## src/verilog/gpio_pin_consts.vh

```
// Constants for the general pin configuration block.
// Assumes a 32-bit Avalon-MM register bus with byte addresses.
`ifndef GPIO_PIN_CONSTS_VH
`define GPIO_PIN_CONSTS_VH

// Register byte offsets
`define OFS_PIN_CONFIG   8'h88
`define OFS_IRQ_FLAG     8'hA4
`define OFS_IRQ_ENABLE   8'hA8

// Field positions in the configuration register
`define POS_IND_SEL      28
`define POS_IRQ_LEVEL    24
`define POS_ROM_FUNC     20
`define POS_DRIVE_TYPE   16
`define POS_DIRECTION    8
`define POS_OUT_ONLY     3
`define POS_PIN_VALUE    0

// Writable bits of the configuration register
`define CFG_WRITE_MASK   32'h7777071F

// Reset values
`define CFG_RESET        32'h00000000
`define IRQ_RESET        3'h0

// Pin function codes for the ROM pins
`define FUNC_ROM         3'h0
`define FUNC_GPO_BOTH    3'h1
`define FUNC_OUT_ONLY_PIN_3_RXDV   3'h3
`define FUNC_TXEN_OUT_ONLY_PIN_4   3'h5
`define FUNC_TXEN_RXDV   3'h6
`define FUNC_CLOCKS      3'h7

// Least active time of an interrupt input, in ns, and its cycle count at
// the 5 ns clock; the count is sized for the four-bit hold counters
`define PIN_ACTIVE_NS    40
`define CLK_PERIOD_NS    5
`define PIN_ACTIVE_CYC   4'h8

`endif

```

## src/verilog/gpio_led_pin_config.v

```verilog
// General pin configuration block: three general pins with indicator
// override, two output-only pins, ROM pin multiplexer and pin interrupts.
// Assumes an Avalon-MM master on MCLK and asynchronous pin inputs.
// Assumes the pads turn PIN_OUT/PIN_OE into two-way pins with pull-ups,
// and that software keeps the ROM function field legal.
//
// Summary of operation
// RQ1: Select bits route pins to indicator outputs.
// RQ2: Polarity bit picks the interrupting pin level.
// RQ3: Interrupt only when pin enable bit set.
// RQ4: Source holds interrupt level over 40 ns.
// RQ5: Function field selects ROM pin signals.
// RQ6: Software keeps function field during ROM cycle.
// RQ7: Software never writes reserved function codes.
// RQ8: Drive bits select push/pull or open-drain.
// RQ9: Direction bits make general pins outputs.
// RQ10: Bits 4:3 drive output-only pins.
// RQ11: Output pins drive their written data bit.
// RQ12: Data bit reads return sampled pin level.
// RQ13: Function codes map to fixed pin pairs.
// RQ14: Inputs synchronised; reserved bits read zero.
`timescale 1ns/100ps
`default_nettype none
`include "gpio_pin_consts.vh"

module gpio_led_pin_config (
    // Clock and reset
    input  wire        MCLK,
    input  wire        NRST,
    // Avalon-MM slave
    input  wire [7:0]  ADDRESS,
    input  wire        READ,
    input  wire        WRITE,
    input  wire [31:0] WRITEDATA,
    input  wire [3:0]  BYTEENABLE,
    output reg  [31:0] READDATA,
    output reg         WAITREQUEST,
    output reg  [1:0]  RESPONSE,
    // Interrupt
    output reg         IRQ,
    // General pins (three signals each)
    input  wire [2:0]  PIN_IN,
    output reg  [2:0]  PIN_OUT,
    output reg  [2:0]  PIN_OE,
    // Indicator sources
    input  wire [2:0]  INDICATOR,
    // Output-only pins when not muxed onto ROM pins
    output reg         OUT_ONLY_PIN_3,
    output reg         OUT_ONLY_PIN_4,
    // ROM pin sources from other logic on MCLK
    input  wire        ROM_DATA_SRC,
    input  wire        ROM_CLK_SRC,
    input  wire        TX_EN,
    input  wire        RX_DV,
    input  wire        TX_CLK,
    input  wire        RX_CLK,
    // ROM pins
    output wire        ROM_DATA_PIN,
    output wire        ROM_CLOCK_PIN
);

    // Configuration fields
    reg  [2:0]  indicator_select;   // 1 = indicator owns the pin
    reg  [2:0]  pin_irq_level_sel;  // 1 = high level interrupts
    reg  [2:0]  rom_pin_function;   // ROM pin function code
    reg  [2:0]  pin_drive_type;     // 1 = push/pull
    reg  [2:0]  pin_direction;      // 1 = output
    reg  [1:0]  out_only_value;     // Values for output-only pins
    reg  [2:0]  pin_value;          // Stored output data
    // Interrupt state
    reg  [2:0]  irq_flag_reg;       // Sticky pin events
    reg  [2:0]  pin_irq_enable;     // Mask
    // Synchronised pins and qualification counters
    wire [2:0]  pin_sync_lvl;
    reg  [3:0]  hit_cnt [0:2];      // Cycles the active level has been seen
    reg  [2:0]  pin_event;          // Qualified level, one per pin
    // Bus decode
    reg         ack;                // Answer phase of a request
    wire        req;
    wire [31:0] cfg_word;
    wire [31:0] wmask;
    reg  [31:0] next_cfg;
    integer     i;                  // Loop index of the qualifier only
    integer     j;                  // Loop index of the pin drivers only

    // Byte enables widened to a bit mask, used on every register write
    function [31:0] lane_mask;
        input [3:0] be;
        begin
            lane_mask = {{8{be[3]}}, {8{be[2]}}, {8{be[1]}}, {8{be[0]}}};
        end
    endfunction

    // Masked merge of a three-bit field; lanes not enabled keep old bits
    function [2:0] merge3;
        input [2:0] old_val;
        input [2:0] new_val;
        input [2:0] lanes;
        begin
            merge3 = (old_val & ~lanes) | (new_val & lanes);
        end
    endfunction

    // True while a pin sits at the level that its polarity bit asks for
    function level_hit;
        input lvl;
        input sel;
        begin
            level_hit = (lvl == sel);
        end
    endfunction

    assign req   = (READ | WRITE) & ~ack;
    assign wmask = lane_mask(BYTEENABLE);

    // Readback: data bits show the sampled pins, reserved bits zero
    assign cfg_word = {1'b0, indicator_select, 1'b0, pin_irq_level_sel,
                       1'b0, rom_pin_function, 1'b0, pin_drive_type,
                       5'h00, pin_direction, 3'h0, out_only_value,
                       pin_sync_lvl};  // RQ12 RQ14

    // Pins cross into MCLK before any logic reads them; readback and
    // interrupts both see the levels two cycles late
    pin_sync #(
        .WIDTH    (3)
    ) u_sync (
        .clk      (MCLK),
        .nrst     (NRST),
        .async_in (PIN_IN),
        .sync_out (pin_sync_lvl)
    );  // RQ14

    // Next configuration word after a masked write. The data bits merge
    // into the stored output data, not the readback, so that a write of a
    // neighbouring field never copies the pin levels into the output data
    always @* begin
        next_cfg = (cfg_word & ~(wmask & `CFG_WRITE_MASK))
                 | (WRITEDATA & wmask & `CFG_WRITE_MASK);
        next_cfg[2:0] = merge3(pin_value, WRITEDATA[2:0], wmask[2:0]);
    end

    // Bus handshake: one wait cycle, answer on the second edge.
    // The ack flop stops a request that is still held at the answer edge
    // from being taken twice; the master drops it at that edge.
    always @(posedge MCLK or negedge NRST) begin
        if (!NRST) begin
            ack         <= 1'b0;
            WAITREQUEST <= 1'b1;
            READDATA    <= 32'h00000000;
            RESPONSE    <= 2'h0;
        end else begin
            ack         <= req;
            WAITREQUEST <= ~req;
            RESPONSE    <= 2'h0;
            if (req && READ) begin
                case (ADDRESS)
                    `OFS_PIN_CONFIG: READDATA <= cfg_word;
                    `OFS_IRQ_FLAG:   READDATA <= {29'h0, irq_flag_reg};
                    `OFS_IRQ_ENABLE: READDATA <= {29'h0, pin_irq_enable};
                    default: begin
                        // Unmapped: zero data, slave error
                        READDATA <= 32'h00000000;
                        RESPONSE <= 2'h2;
                    end
                endcase
            end else if (req && WRITE) begin
                READDATA <= 32'h00000000;
                case (ADDRESS)
                    `OFS_PIN_CONFIG, `OFS_IRQ_FLAG, `OFS_IRQ_ENABLE: RESPONSE <= 2'h0;
                    default: RESPONSE <= 2'h2;
                endcase
            end
        end
    end

    // Configuration register; writes take effect with the request edge
    always @(posedge MCLK or negedge NRST) begin
        if (!NRST) begin
            indicator_select  <= 3'h0;
            pin_irq_level_sel <= 3'h0;
            rom_pin_function  <= 3'h0;
            pin_drive_type    <= 3'h0;
            pin_direction     <= 3'h0;
            out_only_value    <= 2'h0;
            pin_value         <= 3'h0;
            pin_irq_enable    <= `IRQ_RESET;
        end else if (req && WRITE) begin
            if (ADDRESS == `OFS_PIN_CONFIG) begin
                indicator_select  <= next_cfg[`POS_IND_SEL+2:`POS_IND_SEL];
                pin_irq_level_sel <= next_cfg[`POS_IRQ_LEVEL+2:`POS_IRQ_LEVEL];
                // No guard against a change mid ROM cycle; software owns that
                rom_pin_function  <= next_cfg[`POS_ROM_FUNC+2:`POS_ROM_FUNC];  // RQ5
                pin_drive_type    <= next_cfg[`POS_DRIVE_TYPE+2:`POS_DRIVE_TYPE];
                pin_direction     <= next_cfg[`POS_DIRECTION+2:`POS_DIRECTION];
                out_only_value    <= next_cfg[`POS_OUT_ONLY+1:`POS_OUT_ONLY];
                pin_value         <= next_cfg[`POS_PIN_VALUE+2:`POS_PIN_VALUE];
            end
            if (ADDRESS == `OFS_IRQ_ENABLE) begin
                pin_irq_enable <= merge3(pin_irq_enable, WRITEDATA[2:0], wmask[2:0]);
            end
        end
    end

    // Level qualification: the active level must persist for the
    // least hold time; shorter glitches are not flagged.
    // The counter saturates at the hold count, so a level that stays
    // active raises an event every cycle and re-sets its flag after a
    // read clear; the synchroniser adds two cycles of latency.
    always @(posedge MCLK or negedge NRST) begin
        if (!NRST) begin
            for (i = 0; i < 3; i = i + 1) begin
                hit_cnt[i] <= 4'h0;
            end
            pin_event <= 3'h0;
        end else begin
            for (i = 0; i < 3; i = i + 1) begin
                if (level_hit(pin_sync_lvl[i], pin_irq_level_sel[i])) begin  // RQ2
                    // Saturate so a steady level cannot wrap the counter
                    if (hit_cnt[i] != `PIN_ACTIVE_CYC) begin
                        hit_cnt[i] <= hit_cnt[i] + 4'h1;  // RQ4
                    end
                end else begin
                    // Any inactive sample restarts the hold time
                    hit_cnt[i] <= 4'h0;
                end
                pin_event[i] <= level_hit(pin_sync_lvl[i], pin_irq_level_sel[i])
                             && (hit_cnt[i] == `PIN_ACTIVE_CYC);
            end
        end
    end

    // Sticky flags: read of the flag register clears, a new event wins.
    // The clear loads the events of that same cycle, so none is lost.
    always @(posedge MCLK or negedge NRST) begin
        if (!NRST) begin
            irq_flag_reg <= `IRQ_RESET;
        end else if (req && READ && ADDRESS == `OFS_IRQ_FLAG) begin
            irq_flag_reg <= pin_event;
        end else begin
            irq_flag_reg <= irq_flag_reg | pin_event;
        end
    end

    // Interrupt level, gated by the enable register.
    // One cycle behind the flags; masking hides a flag but keeps it set.
    always @(posedge MCLK or negedge NRST) begin
        if (!NRST) begin
            IRQ <= 1'b0;
        end else begin
            IRQ <= |(irq_flag_reg & pin_irq_enable);  // RQ3
        end
    end

    // Pin drivers, registered so the pads change only on MCLK; the cost
    // is one cycle from a register write to the pads
    always @(posedge MCLK or negedge NRST) begin
        if (!NRST) begin
            PIN_OUT        <= 3'h0;
            PIN_OE         <= 3'h0;
            OUT_ONLY_PIN_3 <= 1'b0;
            OUT_ONLY_PIN_4 <= 1'b0;
        end else begin
            for (j = 0; j < 3; j = j + 1) begin
                if (indicator_select[j]) begin
                    // Indicator owns the pin, driven push/pull
                    PIN_OUT[j] <= INDICATOR[j];  // RQ1
                    PIN_OE[j]  <= 1'b1;
                end else if (pin_direction[j]) begin  // RQ9
                    PIN_OUT[j] <= pin_value[j];  // RQ11
                    // Open-drain drives only a low
                    PIN_OE[j]  <= pin_drive_type[j] | ~pin_value[j];  // RQ8
                end else begin
                    // Input: released, the board sets the level
                    PIN_OUT[j] <= 1'b0;
                    PIN_OE[j]  <= 1'b0;
                end
            end
            OUT_ONLY_PIN_3 <= out_only_value[0];  // RQ10
            OUT_ONLY_PIN_4 <= out_only_value[1];
        end
    end

    // ROM pin multiplexer, fed the registered output-only values
    rom_pin_mux u_mux (
        .clk       (MCLK),
        .nrst      (NRST),
        .func      (rom_pin_function),
        .rom_data  (ROM_DATA_SRC),
        .rom_clk   (ROM_CLK_SRC),
        .out3      (out_only_value[0]),
        .out4      (out_only_value[1]),
        .tx_en     (TX_EN),
        .rx_dv     (RX_DV),
        .tx_clk    (TX_CLK),
        .rx_clk    (RX_CLK),
        .data_pin  (ROM_DATA_PIN),
        .clock_pin (ROM_CLOCK_PIN)
    );  // RQ13

endmodule

`default_nettype wire

```

## src/verilog/pin_sync.v

```verilog
// Two-stage synchroniser for a bus of pin levels.
// Assumes asynchronous inputs; the first stage feeds only the second.
`timescale 1ns/100ps
`default_nettype none

module pin_sync #(
    parameter WIDTH = 3
) (
    // Clock and reset
    input  wire             clk,
    input  wire             nrst,
    // Levels
    input  wire [WIDTH-1:0] async_in,
    output reg  [WIDTH-1:0] sync_out
);

    reg [WIDTH-1:0] stage1;  // Metastability catcher, read only by stage two

    // Two flops in series
    always @(posedge clk or negedge nrst) begin
        if (!nrst) begin
            stage1   <= {WIDTH{1'b0}};
            sync_out <= {WIDTH{1'b0}};
        end else begin
            stage1   <= async_in;
            sync_out <= stage1;
        end
    end

endmodule

`default_nettype wire

```

## src/verilog/rom_pin_mux.v

```verilog
// Selects what the ROM data and ROM clock pins carry.
// Assumes all sources are on the block clock; output is registered.
`timescale 1ns/100ps
`default_nettype none
`include "gpio_pin_consts.vh"

module rom_pin_mux (
    // Clock and reset
    input  wire       clk,
    input  wire       nrst,
    // Function select
    input  wire [2:0] func,
    // Sources
    input  wire       rom_data,
    input  wire       rom_clk,
    input  wire       out3,
    input  wire       out4,
    input  wire       tx_en,
    input  wire       rx_dv,
    input  wire       tx_clk,
    input  wire       rx_clk,
    // Pin levels
    output reg        data_pin,
    output reg        clock_pin
);

    reg next_data;  // Selected level for the data pin
    reg next_clock; // Selected level for the clock pin

    // Function table; reserved codes park both pins low
    always @* begin
        next_data  = 1'b0;
        next_clock = 1'b0;
        case (func)
            `FUNC_ROM: begin
                next_data  = rom_data;  // RQ13
                next_clock = rom_clk;
            end
            `FUNC_GPO_BOTH: begin
                next_data  = out3;
                next_clock = out4;
            end
            `FUNC_OUT_ONLY_PIN_3_RXDV: begin
                next_data  = out3;
                next_clock = rx_dv;
            end
            `FUNC_TXEN_OUT_ONLY_PIN_4: begin
                next_data  = tx_en;
                next_clock = out4;
            end
            `FUNC_TXEN_RXDV: begin
                next_data  = tx_en;
                next_clock = rx_dv;
            end
            `FUNC_CLOCKS: begin
                next_data  = tx_clk;
                next_clock = rx_clk;
            end
            default: begin
                // Reserved: software must not pick these
                next_data  = 1'b0;
                next_clock = 1'b0;
            end
        endcase
    end

    // Registered so the top drives straight from flops
    always @(posedge clk or negedge nrst) begin
        if (!nrst) begin
            data_pin  <= 1'b0;
            clock_pin <= 1'b0;
        end else begin
            data_pin  <= next_data;   // RQ5
            clock_pin <= next_clock;
        end
    end

endmodule

`default_nettype wire
```

## config.mk

```make
export PLATFORM = sky130hd
export DESIGN_NAME = gpio_led_pin_config
export DESIGN_NICKNAME = d
export VERILOG_FILES = /design/src/verilog/gpio_led_pin_config.v /design/src/verilog/pin_sync.v /design/src/verilog/rom_pin_mux.v
export VERILOG_INCLUDE_DIRS = /design/src /design/src/verilog
export SDC_FILE = /design/constraint.sdc
export NUM_CORES = 1
export LEC_CHECK = 0
export BUFFER_PORTS_ARGS = -buffer_cell sky130_fd_sc_hd__clkbuf_2
export CELL_PAD_IN_SITES_DETAIL_PLACEMENT = 0
export CELL_PAD_IN_SITES_GLOBAL_PLACEMENT = 1
export CORE_MARGIN = 2
export CORE_UTILIZATION = 40
export DETAILED_ROUTE_END_ITERATION = 10
export PLACE_DENSITY_LB_ADDON = 0.12
export SLEW_MARGIN = 15
export SYNTH_ARGS = -nofsm -noshare
export SYNTH_HDL_FRONTEND = slang
export SYNTH_SLANG_ARGS = --single-unit
export TNS_END_PERCENT = 20
```

## constraint.sdc

```tcl
create_clock -name MCLK -period 2.05 [get_ports MCLK]
set_clock_uncertainty 0.1 [all_clocks]
set_input_delay 0.3075 -clock MCLK [delete_from_list [all_inputs] [get_ports MCLK]]
set_output_delay 0.3075 -clock MCLK [all_outputs]
set_load 0.1 [all_outputs]
```

==> qor.yml <==
status:
  outcome: "finished clean"
worst_setup_path:
  end_kind: "output port"
  worst-setup-path-type: "reg -> out"
  cp.arrival_ns: 1.31
  cp_num_buf_inv: 1
  cp-start-kind: "register"
  worstPathCellList: "clkbuf_2"
  slowest_stage: "dfstp_2"
  crit_required_ns: 1.64
  crit_fanout: 1
  cpLargestDelayFamily: "flip-flops"
  worst_path_largest_cell_delay_ns: 0.52
floorplanning:
  rows: 33
  die_x_microns: 95.44
  start_util_pct: 40.91
  core_sq_um: 8175
  chipHeight_microns: 95.44
  die_area_sq_um: 9109
  ios: 106
timing:
  period_share_pct: 83.83
  worst_pin_slew_ns: 0.5425
  hold_viol_final: 0
  drv_slew: 0
  tns_ns: 0
  setup_violations: 0
  fmax_ghz: 0.5819
  rsz0062_at_grt: "false"
  period_needed_ns: 1.719
  max_slew_margin_pct: 63.99
global_route:
  grtUsageTotal_pct: 15.71
  grt_pass1_wl_microns: 10700
  antenna_found_initial: 0
  grt_pass1_vias: 2181
  grt_max_degree: 40
  grt_remaining_overflow: 0
route:
  dr.pass1.iters: 4
  wl_per_cell_microns: 14.19
  vias_per_cell: 4.838
  drcViolationCount: 0
  antenna_left: 0
  drt_iter0_markers: 95
  wl_microns: 6569
  vias: 2240
placed_design:
  place.detailed.hpwl_microns: 4887
  dp.cells: 443
  postPlaceCellArea_sq_um: 3857
  numPortBuffers: 80
  gp_congestion: 0.7458
run:
  drv_cap: 0
final_layout:
  multi_input_area_sq_um: 1196
  final_nets: 419
  mostFrequentLayoutCells: "80 x dfrtp_1, 79 x clkbuf_2, 24 x mux2_2, 17 x a22o_1, 16 x nor2_1"
  antennaDiodeCount: 0
  final_common_cell: "dfrtp_1"
  final_layout_size_suffix_gt1_share_pct: 36.87
  final.fill_count: 778
  final_area_sq_um: 4110
  area_growth_pct: 22.90
  stdcell_count: 463
  ff_latch_area_sq_um: 2028
synth:
  synth_top_family_by_area: "multiplexers"
  ys_types: 35
  syn-instance-count: 260
  synth_area_leaders: "dfrtp_1 60%, mux2_2 8.1%, a22o_1 4.5%"
  ys_seq_area_share_pct: 60.64
  muxShareOfSynthArea_pct: 10.18
  synth_top_area_share_pct: 59.86
  synth_compound_area_share_pct: 9.128
  synth_area_sq_um: 3344
  yosys.area.top_type: "dfrtp_1"
  synth-warning-count: 0
  synthAdderAreaFrac_pct: 2.245
  avgSynthCellArea_sq_um: 12.86
  synth_xor_area_share_pct: 2.619
  synthSimpleGateAreaFrac_pct: 10.03
  synth_seq_cells: 81
clock_tree:
  worstSkewPairLatency_ns: 0.34
  cts_tree: "yes"
  cts.clk_slew.worst_paths_ns: 0.08
  cts-root-buf: "clkbuf_8"
  cts_sinks: 81
  cts_buffer_depth: 2
  cts_buffers: 9
  cts-htree-levels: 3
min_path:
  hp-class: "in -> reg"
power_and_ir_drop:
  p_leak_nw: 2.192
  p_per_area_nw_per_um2: 798.7
  vdd_ir_drop_max_mv: 0.4503
## power breakdown
part / internal, mW / total, mW / switching [mW]
Sequential: 1.65 / 1.68 / 0.0370
Clock: 0.633 / 1.20 / 0.565
Combinational: 0.105 / 0.403 / 0.298
Total: 2.38 / 3.28 / 0.900
## cell families after synthesis
logic type,count (synthesis)
flops,81
simple gates,62
compound gates,39
mux,31
buf+inv,30
xor+xnor,10
fa+ha+maj,6
other cells,1
## area by class of cell
class | instances | area share [%]
flip-flops and latches | 81 | 49.35
multi-input cells | 161 | 29.10
repair buffers | 91 | 12.36
clock buffers | 11 | 3.683
well taps | 105 | 3.196
clock inverters | 5 | 1.492
inverters | 9 | 0.8219
## layer usage
| layer | vias up | track usage [%] | wire length [microns] |
|---|---|---|---|
| met5 | - | 0 | 0 |
| met4 | 0 | 5.000 | 68 |
| met3 | 7 | 4.427 | 324 |
| met2 | 59 | 26.06 | 3237 |
| met1 | 1102 | 19.96 | 2939 |
| li1 | 1072 | - | - |
## worst paths after layout
kind                             startpoint  cells after the start  slack (ns)            endpoint
max                             WAITREQUEST                      1        0.33         WAITREQUEST
min                            INDICATOR[1]                      3        0.06          PIN_OUT[1]
max reg2reg                             ack                      3        0.39            register
min reg2reg                u_sync.stage1[0]                      0        0.25  u_sync.sync_out[0]
max in group asynchronous              NRST                      3        0.85    u_sync.stage1[2]
min in group asynchronous              NRST                      2        0.36      u_mux.data_pin
## worst reg2reg max path, cell delays in order (launching register included)
cell	delay (ns)
dfrtp_1	0.38
and4bb_2	0.35
nand4_1	0.33
mux2_2	0.39
## through the flow
stage / setup slack [ns] / power (mW) / util [%] / hold slack [ns]
6_report: 0.3315 / 3.283 / 50.28 / 0.06387
5_1_grt: 0.2531 / 3.449 / 50.28 / 0.05380
4_1_cts: 0.3131 / 3.336 / 50.28 / 0.04845
3_5_place_dp: 0.2174 / 2.118 / 47.18 / 0.2166
3_3_place_gp: 0.2223 / 2.113 / 47.18 / 0.2122
2_1_floorplan: 0.5052 / 2.004 / - / -0.08809
## cells in the mapped netlist, drive strengths merged
cell type	n
a222oi	1
and2	1
a21o	6
o2111a	1
xnor2	3
nand2	13
conb	1
mux2	24
o21ai	3
inv	9
nor3	1
a21oi	3
nand4	8
nor2b	1
nand3b	6
o21bai	1
nor3b	1
ha	6
nand3	6
o211ai	3
mux2i	7
dfrtp	80
and3b	1
nand2b	5
and3	1
and4bb	2
clkbuf	4
xor2	7
nor2	16
a31oi	2
dfstp	1
buf	17
a221oi	2
a22o	17
## timing repair
item,in CTS,in global routing
hold buffers,4,0
hold endpoints to repair,39,0
setup endpoints to repair,0,0
buffers inserted,0,0
gates resized for setup,0,0
No activity file was read; power rests on OpenSTA's default activity.
